### config.mk
export PLATFORM = sky130hd
export DESIGN_NAME = point_validity_monitor
export DESIGN_NICKNAME = d
export VERILOG_FILES = /design/src/include/pvm_pkg.sv /design/src/core/point_validity_monitor.sv
export SDC_FILE = /design/constraint.sdc
export NUM_CORES = 1
export LEC_CHECK = 0
export BUFFER_PORTS_ARGS = -buffer_cell sky130_fd_sc_hd__buf_4
export CAP_MARGIN = 20
export CORE_MARGIN = 8
export CORE_UTILIZATION = 35
export CTS_BUF_LIST = sky130_fd_sc_hd__clkbuf_16
export CTS_CLUSTER_DIAMETER = 150
export DETAILED_ROUTE_END_ITERATION = 10
export HOLD_SLACK_MARGIN = 0.08
export PLACE_DENSITY_LB_ADDON = 0.1
export SLEW_MARGIN = 20
export SYNTH_ARGS = -nofsm -noshare
export SYNTH_HDL_FRONTEND = slang
export SYNTH_SLANG_ARGS = --single-unit
export TNS_END_PERCENT = 100
### constraint.sdc
create_clock -name clk -period 4.6 [get_ports clk]
set_input_delay 0.92 -clock clk [delete_from_list [all_inputs] [get_ports clk]]
set_output_delay 0.92 -clock clk [all_outputs]
set_load 0.05 [all_outputs]
### src/include/pvm_pkg.sv
package pvm_pkg;

  // ****************************************
  // time bases
  // ****************************************
  localparam int unsigned CLK_MHZ = 200;
  localparam int unsigned MS_US = 1000;
  localparam int unsigned MS_CYCLES = CLK_MHZ * MS_US;
  localparam int unsigned SEC_MS = 1000;

  // ****************************************
  // widths and reset values
  // ****************************************
  localparam int unsigned CFG_W = 16;
  localparam logic [CFG_W-1:0] CFG_ZERO = 16'h0000;
  localparam logic [CFG_W-1:0] CFG_ONE = 16'h0001;

  // ****************************************
  // monitored point types
  // ****************************************
  localparam int unsigned N_TYPES = 7;

  typedef struct packed {
    logic [CFG_W-1:0] invalidation_cycle_seconds;
    logic [CFG_W-1:0] validity_check_interval;
    logic [CFG_W-1:0] failure_threshold;
    logic [CFG_W-1:0] scan_period_ms;
  } pvm_cfg_t;

  typedef enum logic [2:0] {
    ST_IDLE = 3'b001,
    ST_RUN = 3'b010,
    ST_OFF = 3'b100
  } pvm_state_t;

endpackage : pvm_pkg

### src/core/point_validity_monitor.sv
`timescale 1ns/1ps
`default_nettype none

// Overview of operation
// - periodically force enrolled invalid flags to one
// - flag address zero excludes point
// - check every enrolled flag each interval
// - set flag at check increments counter
// - one failure counter per point
// - counter equals threshold reports point invalid
// - cleared flag resets counter, point valid
// - zero invalidation cycle, check interval or failure threshold disables all checking
// - zero scan period produces no events
// - scan events every scan period milliseconds
// - per-type scan enable gates its events
module point_validity_monitor import pvm_pkg::*; #(
  parameter int unsigned N_POINTS = 8,
  parameter int unsigned MS_DIV = MS_CYCLES,
  parameter int unsigned SEC_DIV = SEC_MS
) (
  input wire logic clk,
  input wire logic rstn,
  input wire pvm_cfg_t cfg,
  input wire logic [N_POINTS-1:0] flag_addr_nonzero,
  input wire logic [N_POINTS-1:0] flag_clear,
  input wire logic [N_TYPES-1:0] type_scan_enable,
  output logic [N_POINTS-1:0] invalid_flag,
  output logic [N_POINTS-1:0] point_invalid,
  output logic [N_TYPES-1:0] scan_event,
  output logic check_pulse,
  output logic monitor_active
);

  // ****************************************
  // time base dividers
  // ****************************************
  logic [31:0] ms_cnt_q;
  logic [15:0] sec_cnt_q;
  logic ms_tick;
  logic sec_tick;
  logic enabled;

  assign ms_tick = (ms_cnt_q == 32'(MS_DIV - 1));
  assign sec_tick = ms_tick && (sec_cnt_q == 16'(SEC_DIV - 1));
  assign enabled = (cfg.invalidation_cycle_seconds != CFG_ZERO) &&
                   (cfg.validity_check_interval != CFG_ZERO) &&
                   (cfg.failure_threshold != CFG_ZERO);

  always_ff @(posedge clk) begin
    if (!rstn || ms_tick) begin
      ms_cnt_q <= 32'h0000_0000;
    end else begin
      ms_cnt_q <= ms_cnt_q + 32'h0000_0001;
    end
  end

  always_ff @(posedge clk) begin
    if (!rstn || sec_tick) begin
      sec_cnt_q <= CFG_ZERO;
    end else if (ms_tick) begin
      sec_cnt_q <= sec_cnt_q + CFG_ONE;
    end
  end

  // ****************************************
  // state
  // ****************************************
  pvm_state_t state_q;

  always_ff @(posedge clk) begin
    if (!rstn) begin
      state_q <= ST_IDLE;
    end else begin
      case (state_q)
        ST_IDLE: state_q <= enabled ? ST_RUN : ST_OFF;
        ST_RUN: state_q <= enabled ? ST_RUN : ST_OFF;
        ST_OFF: state_q <= enabled ? ST_RUN : ST_OFF;
        default: state_q <= ST_IDLE;
      endcase
    end
  end

  logic run;
  assign run = (state_q == ST_RUN) && enabled;

  // ****************************************
  // invalidation and check timers
  // ****************************************
  logic [CFG_W-1:0] inv_sec_q;
  logic [CFG_W-1:0] chk_sec_q;
  logic inv_fire;
  logic chk_fire;

  assign inv_fire = run && sec_tick &&
    (inv_sec_q + CFG_ONE >= cfg.invalidation_cycle_seconds);
  assign chk_fire = run && sec_tick &&
    (chk_sec_q + CFG_ONE >= cfg.validity_check_interval);

  always_ff @(posedge clk) begin
    if (!rstn || !run || inv_fire) begin
      inv_sec_q <= CFG_ZERO;
    end else if (sec_tick) begin
      inv_sec_q <= inv_sec_q + CFG_ONE;
    end
  end

  always_ff @(posedge clk) begin
    if (!rstn || !run || chk_fire) begin
      chk_sec_q <= CFG_ZERO;
    end else if (sec_tick) begin
      chk_sec_q <= chk_sec_q + CFG_ONE;
    end
  end

  always_ff @(posedge clk) begin
    if (!rstn) begin
      check_pulse <= 1'b0;
      monitor_active <= 1'b0;
    end else begin
      check_pulse <= chk_fire;
      monitor_active <= run;
    end
  end

  // ****************************************
  // per point flags and counters
  // ****************************************
  logic [CFG_W-1:0] fail_cnt_q [N_POINTS];

  for (genvar i = 0; i < N_POINTS; i++) begin : g_pt
    always_ff @(posedge clk) begin
      if (!rstn) begin
        invalid_flag[i] <= 1'b0;
      end else if (inv_fire && flag_addr_nonzero[i]) begin
        invalid_flag[i] <= 1'b1;
      end else if (flag_clear[i]) begin
        invalid_flag[i] <= 1'b0;
      end
    end

    always_ff @(posedge clk) begin
      if (!rstn || !run || !flag_addr_nonzero[i]) begin
        fail_cnt_q[i] <= CFG_ZERO;
      end else if (chk_fire) begin
        if (!invalid_flag[i]) begin
          fail_cnt_q[i] <= CFG_ZERO;
        end else if (fail_cnt_q[i] < cfg.failure_threshold) begin
          fail_cnt_q[i] <= fail_cnt_q[i] + CFG_ONE;
        end
      end
    end

    always_ff @(posedge clk) begin
      if (!rstn) begin
        point_invalid[i] <= 1'b0;
      end else begin
        point_invalid[i] <= run && flag_addr_nonzero[i] &&
          (fail_cnt_q[i] >= cfg.failure_threshold);
      end
    end

    a_cnt_clear: assert property (@(posedge clk) disable iff (!rstn)
      run && chk_fire && flag_addr_nonzero[i] && !invalid_flag[i]
      |=> fail_cnt_q[i] == CFG_ZERO)
      else $error("counter not cleared");
    a_excluded: assert property (@(posedge clk) disable iff (!rstn)
      !$past(flag_addr_nonzero[i]) |-> !point_invalid[i])
      else $error("excluded point invalid");
    a_cnt_inc: assert property (@(posedge clk) disable iff (!rstn)
      run && chk_fire && flag_addr_nonzero[i] && invalid_flag[i] &&
      fail_cnt_q[i] < cfg.failure_threshold && enabled
      |=> fail_cnt_q[i] == $past(fail_cnt_q[i]) + CFG_ONE)
      else $error("counter not incremented");
  end

  // ****************************************
  // event scan pacing
  // ****************************************
  logic [CFG_W-1:0] scan_ms_q;
  logic scan_fire;

  assign scan_fire = ms_tick && (cfg.scan_period_ms != CFG_ZERO) &&
    (scan_ms_q + CFG_ONE >= cfg.scan_period_ms);

  always_ff @(posedge clk) begin
    if (!rstn || scan_fire || cfg.scan_period_ms == CFG_ZERO) begin
      scan_ms_q <= CFG_ZERO;
    end else if (ms_tick) begin
      scan_ms_q <= scan_ms_q + CFG_ONE;
    end
  end

  always_ff @(posedge clk) begin
    if (!rstn) begin
      scan_event <= '0;
    end else begin
      scan_event <= scan_fire ? type_scan_enable : '0;
    end
  end

  // ****************************************
  // checks
  // ****************************************
  a_disable_all: assert property (@(posedge clk) disable iff (!rstn)
    !enabled |=> point_invalid == '0)
    else $error("invalid while disabled");
  a_no_scan: assert property (@(posedge clk) disable iff (!rstn)
    cfg.scan_period_ms == CFG_ZERO |=> scan_event == '0)
    else $error("event with zero scan period");
  a_scan_mask: assert property (@(posedge clk) disable iff (!rstn)
    scan_event != '0 |-> (scan_event & ~$past(type_scan_enable)) == '0)
    else $error("event for disabled type");
  a_scan_cause: assert property (@(posedge clk) disable iff (!rstn)
    scan_event != '0 |-> $past(scan_fire))
    else $error("event without scan tick");
  a_set_flags: assert property (@(posedge clk) disable iff (!rstn)
    inv_fire |=> (invalid_flag & $past(flag_addr_nonzero))
    == $past(flag_addr_nonzero))
    else $error("flags not forced");
  a_check_sec: assert property (@(posedge clk) disable iff (!rstn)
    chk_fire |-> chk_sec_q + CFG_ONE == cfg.validity_check_interval)
    else $error("check off interval");

  c_check: cover property (@(posedge clk) chk_fire);
  c_invalid: cover property (@(posedge clk) point_invalid != '0);
  c_recover: cover property (@(posedge clk)
    $fell(point_invalid[0]) && monitor_active);
  c_scan: cover property (@(posedge clk) scan_event != '0);

endmodule : point_validity_monitor

`default_nettype wire

==> results of run 1 <==
## cells by family after synthesis
group	after synthesis	share of synthesized area (%)
XOR/XNOR	211	11.08
AO/OA/AOI/OAI	197	7.279
AND/OR/NAND/NOR	879	26.08
flip-flops	252	37.94
buffers and inverters	147	3.437
adder cells (fa/ha/maj)	189	14.18
## final cells by class
| class | instances | area (um2) |
|---|---|---|
| antenna | 1 | 2.502 |
| clock buffer | 34 | 850.8 |
| clock inverter | 28 | 160.2 |
| fill | 4764 | 28020 |
| inverter | 96 | 360.3 |
| multi-input combinational | 1476 | 9788 |
| sequential | 252 | 6326 |
| tap | 615 | 769.5 |
| timing repair buffer | 140 | 1071 |
## synthesized netlist by cell type (10+ instances only)
library cell,number
a21oi_1,96
a221o_1,14
and2_1,12
and3_1,38
and4_1,16
buf_2,12
clkbuf_1,33
dfxtp_1,124
edfxtp_1,128
ha_1,189
inv_1,95
nand2_1,176
nand2b_1,10
nand3_1,130
nand4_1,75
nor2_1,239
nor2b_1,13
nor3_1,61
nor4_1,47
o21ai_0,36
or3_1,15
xnor2_1,96
xor2_1,115
## path summary, 6_finish.rpt
kind | from | end | slack, ns | cells after the start
max | chk_sec_q[2]$_SDFFE_PP0P_ | fail_cnt_q[0][2]$_SDFFCE_PN0P_ | 0.40 | 11
min reg2reg | ms_cnt_q[0]$_SDFF_PP0_ | ms_cnt_q[0]$_SDFF_PP0_ | 0.45 | 1
max reg2reg | chk_sec_q[2]$_SDFFE_PP0P_ | fail_cnt_q[0][2]$_SDFFCE_PN0P_ | 0.40 | 11
min | ms_cnt_q[0]$_SDFF_PP0_ | ms_cnt_q[0]$_SDFF_PP0_ | 0.45 | 1
## registers in the layout (all words and copies together) (netlist names), 3 cells and up
signal	count
sec_cnt_q	16
invalid_flag	8
ms_cnt_q	32
inv_sec_q	16
scan_ms_q	16
chk_sec_q	16
point_invalid	8
fail_cnt_q	128
scan_event	7
state_q	3
## through the flow
| stage | util, % | hold WS [ns] | total power [mW] |
|---|---|---|---|
| finish | 40.82 | 0.4546 | 5.618 |
| global route | 40.82 | 0.4769 | 5.879 |
| CTS | 40.79 | 0.4534 | 5.718 |
| detailed placement | 38.65 | 0.4442 | 3.219 |
| global placement | 38.65 | 0.4301 | 3.207 |
| floorplan | - | 0.4175 | 2.951 |
## power breakdown
part	switching (mW)	leakage, nW	internal, mW	total [mW]
registers	0.113	2.56	2.46	2.57
clock network	1.04	0.544	1.40	2.44
logic	0.358	4.78	0.245	0.603
total	1.51	7.89	4.11	5.62
## worst max-delay path, cell delays in order, from the launching register on
cell and delay (ns):
dfxtp_1 0.41, nand3_1 0.19, or3_1 0.52, nor4_1 0.38
xor2_1 0.15, ha_1 0.32, nand4_1 0.14, nor4_1 0.29
a32oi_1 0.16, and2_1 0.45, or4b_1 0.77, nor3_1 0.24
## routing by layer
metal	up-vias	global-route usage, %
li1	6974	-
met1	6441	22.77
met2	289	27.89
met3	65	2.540
met4	0	6.391
met5	-	0
## cells in the final DEF (no fill, tap or decap), types with 3 or more instances in the layout
master     count
nand2b_1      10
dfxtp_1      124
or4_1          7
nand4_1       75
nor3_1        61
clkbuf_16     34
a31oi_1        3
xor2_1       115
a221oi_1       4
ha_1         189
o211ai_1       6
clkinv_1       7
o21ai_0       35
nand2_1      176
a21boi_0       4
and2_1        12
a221o_1       14
nor4b_1        5
inv_1        107
nor2b_1       13
nand3_1      130
and4_1        16
nor4_1        47
nand3b_1       9
or3_1         15
a31o_2         7
nor2_1       239
xnor2_1       96
clkinv_2       5
o2bb2ai_1      3
or4b_1         3
and3_1        38
buf_4        138
edfxtp_1     128
o21a_1         5
a21o_1         7
a21oi_1       96
or2_2          9
==> summary.md, run 1 <==
| Metric | Value |
|---|---|
| Setup Fix Bufs, Post-CTS | `0` |
| Reg clk slew, reported paths | `0.06 ns` |
| Hold buffers post-CTS | `0` |
| Vias in the first global route | `13697` |
| Clk_skew | `0.02364 ns` |
| Final setup violation count | `0` |
| CP arrival | `4.58 ns` |
| Die height | `234.3 um` |
| Met3 WL post-DR | `2.064 mm` |
| Initial antenna violation count | `0` |
| Final hold violations | `0` |
| Crit-path max FO | `15` |
| Average cell area after synthesis | `8.893 um2` |
| Minimum clock period | `4.201 ns` |
| RSZ-0062 raised after global routing | `no` |
| IO buf count | `113` |
| Leading post-synthesis cells by cell area | `edfxtp_1, dfxtp_1, ha_1` |
| Pre-Repair DR Iteration Count | `5` |
| Pleak | `7.891 nW` |
| Post-Place Cells | `2578` |
| Crit path required time | `4.97 ns` |
| Post-synthesis cell type count | `59` |
| Syn Nets | `2153` |
| Max Cap Viol | `0` |
| Met2 wire len | `20.85 mm` |
| PwrDens | `290.7 nW/um2` |
| Gr ovfl total | `0` |
| DRC viols | `0` |
| Clk buf depth | `3` |
| Crit Path Class | `register to register` |
| CP Capture Type | `register` |
| Metal1 wirelength | `22.52 mm` |
| Final Max Slew Viols | `0` |
| WL/cell | `17.75 um` |
| HPWL Detailed | `34.11 mm` |
| Yosys top cell area share | `23.05%` |
| Cells after Synth | `1875` |
| Clock tree from TritonCTS | `built` |
| Synth Cell Area | `16670 um2` |
| Post-cts sizing count | `0` |
| Worst slack, placed | `0.3676 ns` |
| Fmax | `238.0 MHz` |
| Gpl congestion | `0.8153` |
| Largest net degree at the start of global routing | `31` |
| Seq cells post-synth | `252` |
| Dominant cell type by area after synthesis | `edfxtp_1` |
| # nets final | `2278` |
| Initial Util | `35.22%` |
| Drt via density | `5.212` |
| Top FF cell, synth | `edfxtp_1` |
| Row Count | `80` |
| PnR worst setup slack | `0.3990 ns` |
| Total Routing Usage GR | `17.13%` |
| CTS buffer count | `34` |
| Worst VDD drop | `0.1899 mV` |
| Ratio of final minimum period to clock period | `91.33%` |
| Detailed Route WL | `46.89 mm` |
| First-pass GRT wire length | `74.49 mm` |
| Area of the core | `47350 um2` |
| Die Wd | `234.3 um` |
| Full die area | `54880 um2` |
| Clock latency on the worst-skew pair | `0.55 ns` |
| Seq/Total Area, Yosys | `37.94%` |
| Layout cells sized above 1 | `10.27%` |
| Post-route cell area | `19330 um2` |
| Via count | `13769` |
| Non-filler instance count after layout | `2642` |
| Post-synth EDFFs | `128` |
| Critical Path Start Type | `register` |
| Layout area overhead | `15.91%` |
| Yosys warns | `0` |
| Dpl cell area | `18300 um2` |
| CTS root buf | `clkbuf_16` |
| Starting DRT DRC Count | `746` |
| Slew HR | `41.45%` |
| Actual slew at the worst max-slew pin | `0.8715 ns` |
| Min-Delay Path Class | `register to register` |
| # H-tree levels | `2` |
| Asr flop ratio synth | `0%` |
| Remaining antenna violation count after routing | `0` |
| Total clock sinks | `252` |
| Status | `finished clean` |
| Max Used Layer | `met4` |
| TNS Setup | `0 ns` |
| I/O pin count | `114` |
Note: power is estimated with default switching activity, not from simulation.
==> run 2: changes to the inputs <==
--- a/config.mk
+++ b/config.mk
@@ -13,6 +13,7 @@
 export CTS_CLUSTER_DIAMETER = 150
 export DETAILED_ROUTE_END_ITERATION = 10
 export HOLD_SLACK_MARGIN = 0.08
+export MAX_ROUTING_LAYER = met4
 export PLACE_DENSITY_LB_ADDON = 0.1
 export SLEW_MARGIN = 20
 export SYNTH_ARGS = -nofsm -noshare
==> summary.md, run 2 (synthesis gave the netlist of run 1 again) <==
| Metric | Value |
|---|---|
| Layout Utilization | `40.80%` |
| Internal Pwr Total | `4.106 mW` |
| Clk_skew | `0.02196 ns` |
| Vias in the first global route | `13705` |
| Status | `finished clean` |
| I/O pin count | `114` |
| Slew HR | `32.26%` |
| Commonest cells after routing, fill and taps aside | `nor2_1, ha_1, nand2_1` |
| Min-Delay Path Class | `register to register` |
| Area of the core | `47350 um2` |
| Reg clk slew, reported paths | `0.06 ns` |
| First-pass GRT wire length | `74.48 mm` |
| Pleak | `7.883 nW` |
| Final Max Slew Viols | `0` |
| Drt via density | `5.204` |
| HPWL Detailed | `34.11 mm` |
| Die Wd | `234.3 um` |
| Crit-path max FO | `16` |
| Sequential Power Share | `45.8%` |
| Clk buf depth | `3` |
| Worst path slowest cell | `or4b_1` |
| Critical Path Start Type | `register` |
| Clk network pwr share | `43.5%` |
| Max reg flops | `128` |
| CP arrival | `4.59 ns` |
| Final setup violation count | `0` |
| Actual slew at the worst max-slew pin | `1.014 ns` |
| Max Cap Viol | `0` |
| Crit path required time | `4.98 ns` |
| Largest net degree at the start of global routing | `31` |
| PwrDens | `290.9 nW/um2` |
| Non-filler instance count after layout | `2643` |
| Detailed Route WL | `46.89 mm` |
| Starting DRT DRC Count | `731` |
| Switch Pwr | `1.514 mW` |
| Layout cells sized above 1 | `10.22%` |
| Gate power share | `10.7%` |
| Sw Ratio | `26.94%` |
| Gpl congestion | `0.8274` |
| Pre-Repair DR Iteration Count | `5` |
| Final hold violations | `0` |
| Clock tree from TritonCTS | `built` |
| Family with the most delay on the worst path | `simple AND/OR/NAND/NOR gates` |
| Crit Path Class | `register to register` |
| Minimum clock period | `4.214 ns` |
| Most flops, register | `fail_cnt_q` |
| Worst-path cell chain | `nand3_1 -> or3_1 -> nor4_1 -> xor2_1 -> ha_1 -> nand4_1 -> nor4_1 -> a32oi_1 -> and2_1 -> or4b_1 -> nor3_1` |
| Total clock sinks | `252` |
| CTS buffer count | `34` |
| TNS Setup | `0 ns` |
| Post-Place Cells | `2578` |
| Fmax | `237.3 MHz` |
| WL/cell | `17.74 um` |
| Setup Fix Bufs, Post-CTS | `0` |
| Most common cell after layout, fill and taps aside | `nor2_1` |
| CP Capture Type | `register` |
| CP dominant cell by count | `nor4_1` |
| RSZ-0062 raised after global routing | `no` |
| Post-cts sizing count | `0` |
| Regs by FF count | `fail_cnt_q x128, ms_cnt_q x32` |
| DRC viols | `0` |
| Row Count | `80` |
| IO buf count | `113` |
| Layout area overhead | `15.85%` |
| Critical path buffers and inverters | `0` |
| # nets final | `2277` |
| Full die area | `54880 um2` |
| Ratio of final minimum period to clock period | `91.60%` |
| Remaining antenna violation count after routing | `0` |
| CTS root buf | `clkbuf_16` |
| Via count | `13753` |
| Clock latency on the worst-skew pair | `0.55 ns` |
| Worst VDD drop | `0.1908 mV` |
| Total Routing Usage GR | `17.62%` |
| Hold buffers post-CTS | `0` |
| Initial Util | `35.22%` |
| Slowest stage delay, CP | `0.77 ns` |
| # H-tree levels | `2` |
| Die height | `234.3 um` |
| Gr ovfl total | `0` |
| Initial antenna violation count | `0` |
## run 2: final timing paths
path                            cells past startpoint                             end                      start  slack (ns)
worst max-delay path                               11  fail_cnt_q[0][2]$_SDFFCE_PN0P_  chk_sec_q[2]$_SDFFE_PP0P_        0.39
worst min-delay path                                1          ms_cnt_q[0]$_SDFF_PP0_     ms_cnt_q[0]$_SDFF_PP0_        0.45
worst max register to register                     11  fail_cnt_q[0][2]$_SDFFCE_PN0P_  chk_sec_q[2]$_SDFFE_PP0P_        0.39
worst min register to register                      1          ms_cnt_q[0]$_SDFF_PP0_     ms_cnt_q[0]$_SDFF_PP0_        0.45
## run 2: area by class of cell
| class | count | area, um2 |
|---|---|---|
| Antenna cell | 3 | 7.507 |
| Clock buffer | 34 | 850.8 |
| Clock inverter | 28 | 160.2 |
| Fill cell | 4764 | 28030 |
| Inverter | 96 | 360.3 |
| Multi-Input combinational cell | 1476 | 9788 |
| Sequential cell | 252 | 6326 |
| Tap cell | 615 | 769.5 |
| Timing Repair Buffer | 139 | 1056 |
## run 2: metal layers
| layer | wire (um) | global-route usage [%] |
|---|---|---|
| met1 | 22620 | 22.91 |
| met2 | 20850 | 27.91 |
| met3 | 1938 | 2.298 |
| met4 | 1477 | 6.391 |
| met5 | 0 | - |
## run 2: power by group through the flow
| stage | Combinational (mW) | Sequential (mW) | Clock, mW |
|---|---|---|---|
| floorplan | 0.361 | 2.59 | 0 |
| global placement | 0.588 | 2.62 | 0 |
| detailed placement | 0.598 | 2.62 | 0 |
| CTS | 0.603 | 2.57 | 2.54 |
| global route | 0.674 | 2.59 | 2.62 |
| finish | 0.599 | 2.57 | 2.45 |
## run 2: stage by stage
stage	hold slack [ns]	area, um2	power, mW	setup WS (ns)
finish	0.4547	19320	5.621	0.3862
global route	0.4769	19310	5.879	0.01979
CTS	0.4534	19310	5.718	0.3633
detailed placement	0.4442	18300	3.219	0.3676
global placement	0.4301	18300	3.207	0.5185
floorplan	0.4175	16670	2.951	0.06804
## run 2: worst reg2reg max path: stages, from the launching register on
cell     delay, ns
dfxtp_1       0.41
nand3_1       0.19
or3_1         0.52
nor4_1        0.37
xor2_1        0.14
ha_1          0.32
nand4_1       0.14
nor4_1        0.29
a32oi_1       0.17
and2_1        0.46
or4b_1        0.77
nor3_1        0.24
